File: config.mk
export PLATFORM = sky130hd
export DESIGN_NAME = odst_decoder
export DESIGN_NICKNAME = d
export VERILOG_FILES = /design/src/include/odst_pkg.sv /design/src/logic/odst_state_sum.sv /design/src/logic/odst_decoder.sv
export VERILOG_INCLUDE_DIRS = /design/src /design/src/include
export SDC_FILE = /design/constraint.sdc
export NUM_CORES = 1
export LEC_CHECK = 0
export ABC_AREA = 1
export BUFFER_PORTS_ARGS = -buffer_cell sky130_fd_sc_hd__buf_2
export CORE_UTILIZATION = 53
export CTS_CLUSTER_DIAMETER = 150
export CTS_CLUSTER_SIZE = 25
export DETAILED_ROUTE_END_ITERATION = 8
export PLACE_DENSITY = 0.84
export SETUP_SLACK_MARGIN = 0.1
export SYNTH_ARGS = -nofsm -noshare
export SYNTH_HDL_FRONTEND = slang
export SYNTH_SLANG_ARGS = --single-unit
File: constraint.sdc
create_clock -name clock -period 12.1 [get_ports clock]
set_input_delay 2.42 -clock clock [delete_from_list [all_inputs] [get_ports clock]]
set_output_delay 2.42 -clock clock [all_outputs]
set_load 0.02 [all_outputs]
File: src/include/odst_params.svh
/*
  Timing constants for the opcode decode and state-timing block.
  Assumes inclusion by the design files of this block only.
*/
`ifndef ODST_PARAMS_SVH
`define ODST_PARAMS_SVH

// ----------------------------------------------------------------
// instruction word fields
// ----------------------------------------------------------------
`define ODST_OP_HI        15
`define ODST_OP_LO        8
`define ODST_GROUP_BIT    7

// ----------------------------------------------------------------
// states per cycle type
// ----------------------------------------------------------------
`define ODST_MEM_STATES   3'h2
`define ODST_INT_STATES   3'h1
`define ODST_PER_SLOW     3'h3
`define ODST_PER_FAST     3'h2

`endif

File: src/include/odst_pkg.sv
/*
  Types shared by the opcode decode and state-timing block.
  Assumes the params header sits on the include path.
*/
package odst_pkg;

    // ------------------------------------------------------------
    // operation classes
    // ------------------------------------------------------------
    typedef enum logic [3:0] {
        ODST_REG_ALU,
        ODST_FLAGS_OP,
        ODST_SHORT_BRANCH,
        ODST_BIT_TEST_MEM,
        ODST_BIT_MODIFY_MEM,
        ODST_BIT_REG,
        ODST_MOVE_REG,
        ODST_BRANCH_SUB,
        ODST_JUMP_IND,
        ODST_RETURN,
        ODST_BLOCK_MOVE,
        ODST_OTHER
    } odst_class_t;

    // per-type cycle counts
    typedef struct packed {
        logic [2:0] fetch;
        logic [2:0] branch_read;
        logic [2:0] stack;
        logic [2:0] byte_acc;
        logic [2:0] word_acc;
        logic [2:0] internal;
    } odst_counts_t;

    // decoded instruction record
    typedef struct packed {
        logic [7:0]   opcode;
        logic         group_hi;
        odst_class_t  op_class;
        odst_counts_t counts;
    } odst_decode_t;

endpackage : odst_pkg

File: src/logic/odst_state_sum.sv
/*
  Combinational total of execution states from cycle counts.
  Assumes the byte-access state count already reflects the target.
*/
`timescale 1ns/1ps
`include "odst_params.svh"

module odst_state_sum
    import odst_pkg::*;
(
    input  wire odst_counts_t counts,
    input  wire logic [2:0]   byte_states,
    output logic [7:0]        total
);

    // ------------------------------------------------------------
    // weighted sum
    // ------------------------------------------------------------
    function automatic logic [7:0] mul(input logic [2:0] n, input logic [2:0] s);
        // widen first so a product above seven cannot wrap at three bits
        mul = 8'(n) * 8'(s);
    endfunction : mul

    always_comb begin
        total = mul(counts.fetch, `ODST_MEM_STATES)
              + mul(counts.branch_read, `ODST_MEM_STATES)
              + mul(counts.stack, `ODST_MEM_STATES)
              + mul(counts.byte_acc, byte_states)
              + mul(counts.word_acc, `ODST_MEM_STATES)
              + mul(counts.internal, `ODST_INT_STATES);
    end

endmodule : odst_state_sum

File: src/logic/odst_decoder.sv
/*
  Opcode decoder with per-type cycle counts and total execution states.
  Assumes an instruction word presented with a one-cycle valid strobe and
  a peripheral-select level saying whether byte data goes to a peripheral, plus a level saying if it is slow.
*/
`timescale 1ns/1ps
`include "odst_params.svh"

module odst_decoder
    import odst_pkg::*;
(
    input  wire logic         clock,
    input  wire logic         reset_n,
    input  wire logic         instr_valid,
    input  wire logic [15:0]  instr_word,
    input  wire logic         byte_to_periph,
    input  wire logic         periph_slow,
    output odst_decode_t      decoded,
    output logic              decoded_valid,
    output logic [7:0]        exec_states
);

    // ------------------------------------------------------------
    // count builder
    // ------------------------------------------------------------
    function automatic odst_counts_t cnt(input logic [2:0] i, input logic [2:0] j,
                                         input logic [2:0] k, input logic [2:0] l,
                                         input logic [2:0] m, input logic [2:0] n);
        cnt = '{fetch: i, branch_read: j, stack: k, byte_acc: l, word_acc: m,
                internal: n};
    endfunction : cnt

    logic [7:0]   opcode;
    logic         group_hi;
    odst_class_t  op_class;
    odst_counts_t counts;
    logic [2:0]   byte_states;
    logic [7:0]   total;
    odst_decode_t next_decoded;
    logic         next_valid;
    logic [7:0]   next_states;

    assign opcode   = instr_word[`ODST_OP_HI:`ODST_OP_LO];
    assign group_hi = instr_word[`ODST_GROUP_BIT];

    // opcode to class
    always_comb begin
        op_class = ODST_OTHER;
        case (opcode[7:4])
            4'h0: op_class = (opcode == 8'h06) ? ODST_FLAGS_OP : ODST_REG_ALU;
            4'h1: op_class = ODST_REG_ALU;
            4'h4: op_class = ODST_SHORT_BRANCH;
            4'h5: begin
                case (opcode[3:0])
                    4'h4, 4'h6: op_class = ODST_RETURN;
                    4'h5:       op_class = ODST_BRANCH_SUB;
                    4'h9, 4'hB, 4'hD, 4'hF: op_class = ODST_JUMP_IND;
                    default:    op_class = ODST_OTHER;
                endcase
            end
            4'h6: begin
                if (opcode[3]) begin
                    op_class = ODST_MOVE_REG;
                end else begin
                    op_class = ODST_BIT_REG;
                end
            end
            4'h7: begin
                case (opcode[3:0])
                    4'hB:       op_class = ODST_BLOCK_MOVE;
                    4'hC, 4'hE: op_class = ODST_BIT_TEST_MEM;
                    4'hD, 4'hF: op_class = group_hi ? ODST_OTHER : ODST_BIT_MODIFY_MEM;
                    default:    op_class = ODST_BIT_REG;
                endcase
            end
            4'h8, 4'h9, 4'hA, 4'hB, 4'hC, 4'hD, 4'hE, 4'hF: op_class = ODST_REG_ALU;
            default: op_class = ODST_OTHER;
        endcase
        if (opcode >= 8'h02 && opcode <= 8'h07) begin
            op_class = ODST_FLAGS_OP;
        end
    end

    always_comb begin
        case (op_class)
            ODST_REG_ALU, ODST_FLAGS_OP, ODST_BIT_REG, ODST_MOVE_REG:
                counts = cnt(3'h1, 3'h0, 3'h0, 3'h0, 3'h0, 3'h0);
            ODST_SHORT_BRANCH: counts = cnt(3'h2, 3'h0, 3'h0, 3'h0, 3'h0, 3'h0);
            ODST_BIT_TEST_MEM: counts = cnt(3'h2, 3'h0, 3'h0, 3'h1, 3'h0, 3'h0);
            ODST_BIT_MODIFY_MEM: counts = cnt(3'h2, 3'h0, 3'h0, 3'h2, 3'h0, 3'h0);
            ODST_BRANCH_SUB:   counts = cnt(3'h2, 3'h0, 3'h1, 3'h0, 3'h0, 3'h0);
            ODST_JUMP_IND:     counts = cnt(3'h2, 3'h1, 3'h1, 3'h0, 3'h0, 3'h0);
            ODST_RETURN:       counts = cnt(3'h2, 3'h0, 3'h1, 3'h0, 3'h0, 3'h2);
            ODST_BLOCK_MOVE:   counts = cnt(3'h2, 3'h0, 3'h0, 3'h2, 3'h0, 3'h1);
            default:           counts = cnt(3'h1, 3'h0, 3'h0, 3'h0, 3'h0, 3'h0);
        endcase
    end

    always_comb begin
        if (byte_to_periph) begin
            byte_states = periph_slow ? `ODST_PER_SLOW : `ODST_PER_FAST;
        end else begin
            byte_states = `ODST_MEM_STATES;
        end
    end

    odst_state_sum u_sum (
        .counts      (counts),
        .byte_states (byte_states),
        .total       (total)
    );

    // next output values
    always_comb begin
        next_decoded = decoded;
        next_states  = exec_states;
        next_valid   = instr_valid;
        if (instr_valid) begin
            next_decoded = '{opcode: opcode, group_hi: group_hi, op_class: op_class,
                             counts: counts};
            next_states  = total;
        end
    end

    // output registers
    always_ff @(posedge clock) begin
        if (!reset_n) begin
            decoded       <= '0;
            decoded_valid <= 1'b0;
            exec_states   <= 8'h00;
        end else begin
            decoded       <= next_decoded;
            decoded_valid <= next_valid;
            exec_states   <= next_states;
        end
    end
endmodule : odst_decoder

* Word-level counts from Yosys, hierarchy flattened
Memory sizes are Yosys's and may differ from the RTL's.
Index checks and enable logic that the tools add are counted.
** Storage, ports and cells
- Flip-flop bits (word level) :: 40
- Memory bits (read-only) :: 128
- Input bits :: 21
- Output and inout port bits :: 40
- Word-level logic and storage cells :: 59
- Memories :: 1
** Operators by class
- $add $sub $neg :: 5
- Multiply operators :: 1
- Magnitude comparators :: 2
- Equal/unequal tests :: 23
- Muxes and demuxes :: 9
- Reductions and logical operators :: 7
** Memory list
- (no name shown) :: words 16, width 8, read ports 1, clocked after Yosys merged registers in 0, wr ports 0, line odst_decoder.sv:85 : case (op_class)
** Operator list (number)
- $eq 4x4->1 const B :: 14
- $eq 4x3->1 const B :: 7
- $pmux 4 s3 :: 2
- $pmux 4 s6 :: 1
- $reduce_or 9->1 :: 1
- $add 8x3->8 :: 1
- $add 8x4->8 :: 1
- $add 8x4->8 const B :: 1
- $add 8x6->8 :: 1
- $eq 8x3->1 const B :: 1
- $ge 8x2->1 const B :: 1
- $le 8x3->1 const B :: 1
- $mux 4 :: 2
- $reduce_or 2->1 :: 3
- $add 4x4->5 :: 1
- $mul 3x2->5 :: 1
- $eq 4x1->1 const B :: 1
- $logic_not 4->1 :: 1
- $reduce_or 4->1 :: 1
- $mux 1 :: 3
- $mux 2 :: 1
- $logic_and 1x1->1 :: 1

* Logic depth before layout (Yosys ltp)
Gate-level depths: netlist of run 1.
An unclocked memory read counts as a cell.
- Depth in word-level cells :: 11
- Depth in mapped cells :: 27
- Mapped depth without buffers :: 27

* Cells and area by module
A second synthesis of run 1 with hierarchy kept.
** Unflattened totals
- Cell total of the unflattened synthesis :: 286
- Area, all modules :: 2215.9 um^2
** By module, submodules not included
- odst_decoder :: instances 1, cells each 194, area an instance 1482.7 um^2, sequential area each 600.6 um^2
- odst_state_sum :: instances 1, cells each 92, area an instance 733.2 um^2, sequential area each 0.0 um^2

* Least setup slack after synthesis of run 1
Ideal clock, no wire load.
- Path kind :: input-to-reg
- From :: input port instr_word[15]
- To :: register exec_states[4]
- Setup time :: 0.115 ns
- Arrival time :: 5.504 ns
- Required time :: 11.985 ns
- Path slack :: 6.480 ns
- Stages :: 23
- Cells stage by stage :: inv_1 > nand2_1 > inv_1 > nand2_1 > inv_1 > o21ai_0 > nand4_1 > inv_1 > ha_1 > inv_1 > nand2_1 > o211ai_1 > inv_1 > ha_1 > inv_1 > fa_1 > inv_1 > fa_1 > a21o_1 > a21oi_1 > xnor2_1 > o21ai_0 > inv_1
** RTL lines
- start: declaration :: line odst_decoder.sv:15 : input wire logic [15:0] instr_word,
- end signal: assignment :: line odst_decoder.sv:134 : exec_states <= next_states;
- end: declaration :: line odst_decoder.sv:20 : output logic [7:0] exec_states

==> results of run 1 <==
==> worst paths after layout <==
| path | to | slack, ps | startpoint | depth (start not counted) |
|---|---|---|---|---|
| worst max register to register | decoded[20] | 11410 | decoded[20] | 4 |
| worst min-delay path | decoded[1] | 500 | decoded[1] | 2 |
| worst min register to register | decoded[1] | 500 | decoded[1] | 2 |
| worst max-delay path | exec_states[4] | 6390 | instr_word[15] | 22 |
==> final cells by class <==
cell class                      instances  share of cell area [%]
Multi-Input combinational cell        162                    48.1
Sequential cell                        28                    29.2
Timing Repair Buffer                   41                    10.7
Inverter                               37                    7.23
Tap cell                               44                    2.87
Clock buffer                            4                    1.89
==> synthesized netlist by cell type, drive strengths merged <==
master  number  area, um2
dfxtp       28        561
a21o         1       7.51
inv         37        139
nand3       15       90.1
o21ai       27        135
xnor2        1       8.76
clkbuf       7       26.3
nor3         2       15.0
o311ai       1       8.76
o211ai       5       37.5
buf         12       90.1
ha          15        188
fa           2       40.0
nand4        3       18.8
nand2       35        139
xor2         1       8.76
nor2        26        100
a21oi       15       75.1
o21a         1       7.51
conb         1       3.75
==> registers in the layout (all words and copies together) (netlist names) <==
register       flops
exec_states        6
decoded_valid      1
decoded           21
==> cell families after synthesis <==
group | after synthesis | share of synthesized area, %
other cells | 1 | 0.221
fa+ha+maj | 17 | 13.4
xor+xnor | 2 | 1.03
flops | 28 | 33.0
compound gates | 50 | 16.0
buf+inv | 56 | 15.0
simple gates | 81 | 21.4
==> through the flow <==
| stage | power [uW] | instances | setup WS, ps | cell area, um2 |
|---|---|---|---|---|
| global placement | 157 | 312 | 6100 | 1880 |
| finish | 201 | 316 | 6390 | 1920 |
| detailed placement | 158 | 312 | 6000 | 1880 |
| CTS | 203 | 316 | 6360 | 1920 |
| floorplan | 146 | 246 | 6480 | 1740 |
| global route | 214 | 316 | 6090 | 1920 |
==> power breakdown <==
group          internal, uW  switching (uW)  total, uW
registers              98.2            2.52        101
clock network          18.4            26.6       45.0
logic                  17.9            37.3       55.2
==> critical path: cells and delay by family <==
kind / cells / cell delay [ps]
xor gates and xnor gates: 1 / 80
adders and majority gates: 4 / 1500
buffers and inverters: 8 / 590
AOI/OAI and AO/OA: 5 / 750
and+or+nand+nor: 4 / 620
==> metal layers <==
| layer | track usage, % | up-vias |
|---|---|---|
| met4 | 7.14 | 0 |
| li1 | - | 810 |
| met3 | 2.64 | 5 |
| met1 | 28.7 | 657 |
| met5 | 0 | - |
| met2 | 34.2 | 37 |
==> out/results.tsv, run 1 <==
metric	value	unit
status	completed	
grt_pass1_vias	1313	
die_y	58.6	um
route.met3.wl	117	um
p_per_area	105	mW/mm2
drive_above_1_share	20.2	%
root_buffer	clkbuf_4	
final-seq-area	561	um2
vias_per_cell	4.78	
hold_buffers	0	
ant_nets	0	
path_common_cell	inv_1	
rsz0062_at_grt	no	
fmax	175	MHz
final_util	62.9	%
critPathCaptureType	flip-flop	
path_clk_slew	140	ps
cts.sinks	28	
dr.pass1.iters	5	
critical_path_arrival	5950	ps
cts.repair.resized	0	
syn_area	0.00170	mm2
maxCapViolCount	0	
ys_seq_area_share	33.0	%
fin_crit_sh	47.2	%
antenna_found_initial	0	
required	12340	ps
htreeDepth	1	
clk_path_buf_depth	2	
wire_per_inst	10.3	um
hold_slack	502	ps
highest_layer	met4	
hold_violations	0	
finalMaxSlewViolations	0	
numCtsBuffers	3	
start_util	55.7	%
multi_input_area	925	um2
final_common_cell	buf_2	
hold_path.class	reg2reg	
die_area	0.00344	mm2
slowest_stage	fa_1	
drt-met1-wl	1630	um
met2_length	1450	um
grt_pass1_wl	5590	um
yosysUniqueCellTypes	26	
final-setup-viol-count	0	
grt_use_total	20.9	%
cp-start-kind	input pin	
post_cts_buffers	0	
yosys_register_bits	28	
leakage	0.00113	uW
ir_drop	0.0000478	V
io_pins	61	
core-area	0.00305	mm2
fin_setup_tns	0	ps
path_class	in2reg	
avgSynthCellArea	7.23	um2
gp_congestion	0.819	
drc_errors	0	
post-dp-hpwl	2490	um
final_cell_mix	41 x buf_2, 35 x inv_1, 32 x nand2_1, 28 x dfxtp_1, 26 x o21ai_0	
synth_warnings	0	
cts_tree	built	
routed_wl	3240	um
numPortBuffers	41	
crit_path_cell_trace	buf_2 -> inv_1 -> nand2_1 -> nor3_2 -> o21ai_0 -> nand4_1 -> inv_1 -> ha_1 -> inv_1 -> nand2_1 -> o211ai_1 -> inv_1 -> ha_1 -> inv_1 -> fa_1 -> inv_1 -> fa_1 -> a21o_1 -> a21oi_1 -> xnor2_1 -> o21ai_0 -> inv_1	
fp.dieW	58.6	um
drt_iter0_drc	75	
syn2layout_area_growth	13.0	%
grt-ovfl-total	0	
worst_slew_pin_slew	533	ps
antennaDiodeCount	0	
vias	1509	
period_minus_slack	5710	ps
fin_skew	0	ps
insertion_delay	320	ps
grt_max_degree	35	
path_max_fanout	4	
synth_cells	235	
max_stage_delay	500	ps
nets	311	
fp-row-count	20	
fill_cells	303	
max-slew-margin-rel	64.5	%
(Power assumes the default switching activity.)
==> run 2: changes to the inputs <==
CORE_UTILIZATION = 45   (was 53)
PLACE_DENSITY = 0.76   (was 0.84)
clock period = 4.8 ns   (was 12.1 ns; I/O delays follow)
==> out/results.tsv, run 2 (synthesis gave the netlist of run 1 again) <==
metric	value	unit	change
status	completed		unchanged
critical_path_arrival	4540	ps	was 5950 ps
gp_congestion	0.839		was 0.819
dr.pass1.iters	4		was 5
leakage	0.00114	uW	was 0.00113 uW
comb_power_share	24.2	%	was 27.5%
ir_drop	0.000234	V	was 0.0000478 V
largest_register_ffs	21		unchanged
wire_per_inst	10.6	um	was 10.3 um
hold_violations	0		unchanged
grt-ovfl-total	0		unchanged
die_area	0.00403	mm2	was 0.00344 mm2
drc_errors	0		unchanged
stdcell_area	0.00196	mm2	was 0.00192 mm2
route.met3.wl	176	um	was 117 um
final-seq-area	561	um2	unchanged
top_register	decoded		unchanged
p_sw_share	29.9	%	was 33.1%
ant_nets	0		unchanged
antennaDiodeCount	0		unchanged
highest_layer	met4		unchanged
p_int	404	uW	was 134 uW
path_class	in2reg		unchanged
clk_path_buf_depth	2		unchanged
fin_skew	0	ps	unchanged
maxCapViolCount	0		unchanged
io_pins	61		unchanged
fmax	229	MHz	
insertion_delay	270	ps	was 320 ps
cp-start-kind	input pin		unchanged
critPathCaptureType	flip-flop		unchanged
worst_slew_pin_slew	536	ps	was 533 ps
met2_length	1540	um	was 1450 um
final_common_cell	buf_2		unchanged
place_area	0.00189	mm2	was 0.00188 mm2
final-setup-viol-count	0		unchanged
final_util	56.5	%	was 62.9%
grt_use_total	18.3	%	was 20.9%
reg.largest.list	decoded: 21 flops, exec_states: 6 flops, decoded_valid: 1 flops		unchanged
setup_ws	432	ps	was 6390 ps
post-dp-hpwl	2570	um	was 2490 um
htreeDepth	1		unchanged
fill_cells	350		was 303
antenna_found_initial	0		unchanged
numPortBuffers	41		unchanged
slowest_stage	fa_1		unchanged
fp-row-count	21		was 20
period_minus_slack	4370	ps	
vias	1526		was 1509
drt-met1-wl	1640	um	was 1630 um
max-slew-margin-rel	64.3	%	was 64.5%
hold_buffers	0		unchanged
drive_above_1_share	20.2	%	unchanged
fp.dieW	63.4	um	was 58.6 um
syn2layout_area_growth	15.2	%	was 13.0%
path_max_fanout	4		unchanged
seq_power_share	44.0	%	was 50.1%
cts.sinks	28		unchanged
hold_slack	497	ps	was 502 ps
final_cell_mix	41 x buf_2, 35 x inv_1, 32 x nand2_1, 28 x dfxtp_1, 26 x o21ai_0		unchanged
grt_pass1_vias	1373		was 1313
start_util	49.0	%	was 55.7%
fin_crit_sh	91.0	%	
path_clk_slew	100	ps	was 140 ps
drt_iter0_drc	88		was 75
vias_per_cell	4.80		was 4.78
pre_cts_ws	129	ps	was 6000 ps
rsz0062_at_grt	no		unchanged
switchingPower	172	uW	was 66.4 uW
numCtsBuffers	3		unchanged
p_per_area	294	mW/mm2	was 105 mW/mm2
fin_setup_tns	0	ps	unchanged
grt_max_degree	35		unchanged
root_buffer	clkbuf_8		was clkbuf_4
required	4970	ps	was 12340 ps
finalMaxSlewViolations	0		unchanged
power.clock.fraction	31.8	%	was 22.4%
crit_path_cell_trace	buf_2 -> inv_1 -> nand2_1 -> nor3_2 -> o21ai_0 -> nand4_1 -> inv_1 -> ha_1 -> inv_1 -> nand2_1 -> o211ai_1 -> inv_1 -> ha_1 -> inv_1 -> fa_1 -> inv_1 -> fa_1 -> a21o_1 -> a21oi_1 -> xnor2_1 -> o21ai_0 -> inv_1		unchanged
nets	311		unchanged
max_stage_delay	500	ps	about the same
routed_wl	3380	um	was 3240 um
multi_input_area	925	um2	unchanged
core-area	0.00347	mm2	was 0.00305 mm2
hold_path.class	reg2reg		unchanged
grt_pass1_wl	5950	um	was 5590 um
cts_tree	built		unchanged
die_y	63.4	um	was 58.6 um
path_common_cell	inv_1		unchanged
[run 2: cell types whose count changed in the layout (fill, tap and decap cells not counted), sizes merged]
cell and delta:
bufinv +1, clkbuf -1
[run 2: area by class of cell]
class                   count  share of cell area (%)
multi-input cells         162                    47.2
inverters                  37                    7.09
repair buffers             41                    10.5
clock buffers               3                    2.11
well taps                  46                    2.94
flip-flops and latches     28                    28.6
clock inverters             1                    1.53
[run 2: power by group through the flow]
stage                     clock network [uW]  registers, uW  logic [uW]
after global placement                     0            259         137
after CTS                                189            253         141
after global routing                     199            256         159
after detailed placement                   0            259         140
final                                    183            253         140
after floorplan                            0            278        90.4
[run 2: stage by stage]
step | instances | total power [uW]
global placement | 314 | 396
detailed placement | 314 | 399
global route | 318 | 614
CTS | 318 | 584
finish | 318 | 576
floorplan | 246 | 368
[run 2: what timing repair did]
item                       CTS  global route
resized for setup            0             0
setup endpoints to repair    0             1
setup buffers                0             0
[run 2: critical path: cells and delay by family]
| family | cells | cell delay [ps] |
|---|---|---|
| AND/OR/NAND/NOR | 4 | 610 |
| AO/OA/AOI/OAI | 5 | 790 |
| XOR/XNOR | 1 | 80 |
| buffers and inverters | 8 | 600 |
| adder cells (fa/ha/maj) | 4 | 1490 |
[run 2: worst paths after layout]
path | start | end | slack [ps] | depth (start not counted)
max | instr_word[15] | exec_states[4] | 430 | 22
min | decoded[18] | decoded[18] | 500 | 2
max reg2reg | decoded[16] | decoded[16] | 4120 | 4
min reg2reg | decoded[18] | decoded[18] | 500 | 2
[run 2: routing by layer]
layer  global-route usage, %  vias up
li1                        -      809
met1                    24.8      675
met2                    30.1       40
met3                    3.99        2
met4                    2.56        0
met5                       0        -
==> run 3: changes to the inputs <==
CORE_MARGIN = 2   (was default)
==> out/results.tsv, run 3 (synthesis gave the netlist of run 1 again) <==
metric	value	unit	change
path_class	in2reg		unchanged
multi_input_area	925	um2	unchanged
place_area	0.00189	mm2	about the same
root_buffer	clkbuf_8		unchanged
cp-start-kind	input pin		unchanged
finalMaxSlewViolations	0		unchanged
worst_slew_pin_slew	543	ps	was 536 ps
syn2layout_area_growth	14.4	%	was 15.2%
grt_pass1_vias	1382		was 1373
grt_use_total	17.4	%	was 18.3%
status	completed		unchanged
fin_crit_sh	90.3	%	was 91.0%
grt_use_met1	23.3	%	was 24.8%
critical_path_arrival	4510	ps	was 4540 ps
gp_congestion	0.919		was 0.839
ir_drop	0.000209	V	was 0.000234 V
final_util	53.5	%	was 56.5%
vias	1549		was 1526
final-setup-viol-count	0		unchanged
largest_register_ffs	21		unchanged
critPathCaptureType	flip-flop		unchanged
dr.pass1.iters	4		unchanged
leakage	0.00113	uW	was 0.00114 uW
final_cell_mix	41 x buf_2, 35 x inv_1, 32 x nand2_1, 28 x dfxtp_1, 26 x o21ai_0		unchanged
hold_violations	0		unchanged
wire_per_inst	10.5	um	was 10.6 um
antennaDiodeCount	0		unchanged
hold_slack	486	ps	was 497 ps
grt_max_degree	35		unchanged
vias_per_cell	4.84		was 4.80
io_pins	61		unchanged
post_cts_buffers	0		unchanged
nets	311		unchanged
htreeDepth	1		unchanged
core-area	0.00363	mm2	was 0.00347 mm2
insertion_delay	270	ps	about the same
cts_tree	built		unchanged
ant_nets	0		unchanged
fin_skew	0	ps	unchanged
grtUsageMet3	3.60	%	was 3.99%
post-dp-hpwl	2590	um	was 2570 um
drc_errors	0		unchanged
fin_setup_tns	0	ps	unchanged
maxCapViolCount	0		unchanged
routed_wl	3350	um	was 3380 um
reg.largest.list	decoded: 21 flops, exec_states: 6 flops, decoded_valid: 1 flops		unchanged
fp.dieW	65.4	um	was 63.4 um
final_common_cell	buf_2		unchanged
top_register	decoded		unchanged
rsz0062_at_grt	no		unchanged
path_max_fanout	4		unchanged
cts.repair.resized	0		unchanged
stdcell_area	0.00194	mm2	was 0.00196 mm2
busiest_layer	met2		unchanged
final-seq-area	561	um2	unchanged
fmax	231	MHz	was 229 MHz
required	4970	ps	about the same
hold_buffers	0		unchanged
antenna_found_initial	0		unchanged
cts.sinks	28		unchanged
numCtsBuffers	3		unchanged
grtUsageMet2	28.6	%	was 30.1%
numPortBuffers	41		unchanged
fp-row-count	22		was 21
drive_above_1_share	20.2	%	unchanged
clk_path_buf_depth	2		unchanged
path_clk_slew	90	ps	was 100 ps
die_area	0.00428	mm2	was 0.00403 mm2
hold_path.class	reg2reg		unchanged
max-slew-margin-rel	63.8	%	was 64.3%
period_minus_slack	4340	ps	was 4370 ps
grt-ovfl-total	0		unchanged
grt_pass1_wl	5890	um	was 5950 um
power	537	uW	was 576 uW
drt_iter0_drc	62		was 88
fill_cells	379		was 350
p_per_area	276	mW/mm2	was 294 mW/mm2
start_util	46.8	%	was 49.0%
die_y	65.4	um	was 63.4 um
## run 3: cell count changes in the layout (fill, tap and decap cells not counted), sizes merged
cell / before / now
bufinv: 1 / 0
clkbuf: 3 / 4
## run 3: metal layers
layer / routed length [um] / vias up / part of all wire, %
met5: 0 / - / 0
met4: 31 / 0 / 0.92
met3: 198 / 5 / 5.9
met2: 1460 / 47 / 43
met1: 1670 / 689 / 50
li1: - / 808 / -
## run 3: power by group
group	internal (uW)	total (uW)	leakage, uW	switching (uW)
clock network	73.4	144	0.0000288	70.2
registers	247	253	0.000231	6.19
logic	44.9	140	0.000875	94.7
total	366	537	0.00113	171
## run 3: layout make-up
cell class,count,share of cell area (%)
Multi-Input combinational cell,162,47.6
Timing Repair Buffer,41,10.6
Clock buffer,4,2.83
Sequential cell,28,28.8
Inverter,37,7.14
Tap cell,48,3.09
## run 3: metrics by stage
step | setup slack (ps) | cells
after floorplan | 640 | 246
after global placement | 225 | 316
after detailed placement | 155 | 316
after CTS | 442 | 320
after global routing | 174 | 320
final | 464 | 320
## run 3: worst paths after layout
kind	cells after the start	start	end	slack (ps)
max	24	instr_word[15]	exec_states[4]	460
min	2	decoded[21]	decoded[21]	490
max reg2reg	4	decoded[9]	decoded[9]	4110
min reg2reg	2	decoded[21]	decoded[21]	490
## run 3: worst max-delay path: stages
cell	delay (ps)
buf_2	90
inv_1	60
nand2_1	140
inv_1	60
nand2_1	110
inv_1	50
o21ai_0	150
nand4_1	200
inv_1	170
ha_1	240
inv_1	60
nand2_1	60
o211ai_1	150
inv_1	80
ha_1	270
inv_1	50
fa_1	490
inv_1	70
fa_1	430
a21o_1	200
a21oi_1	150
xnor2_1	70
o21ai_0	130
inv_1	50
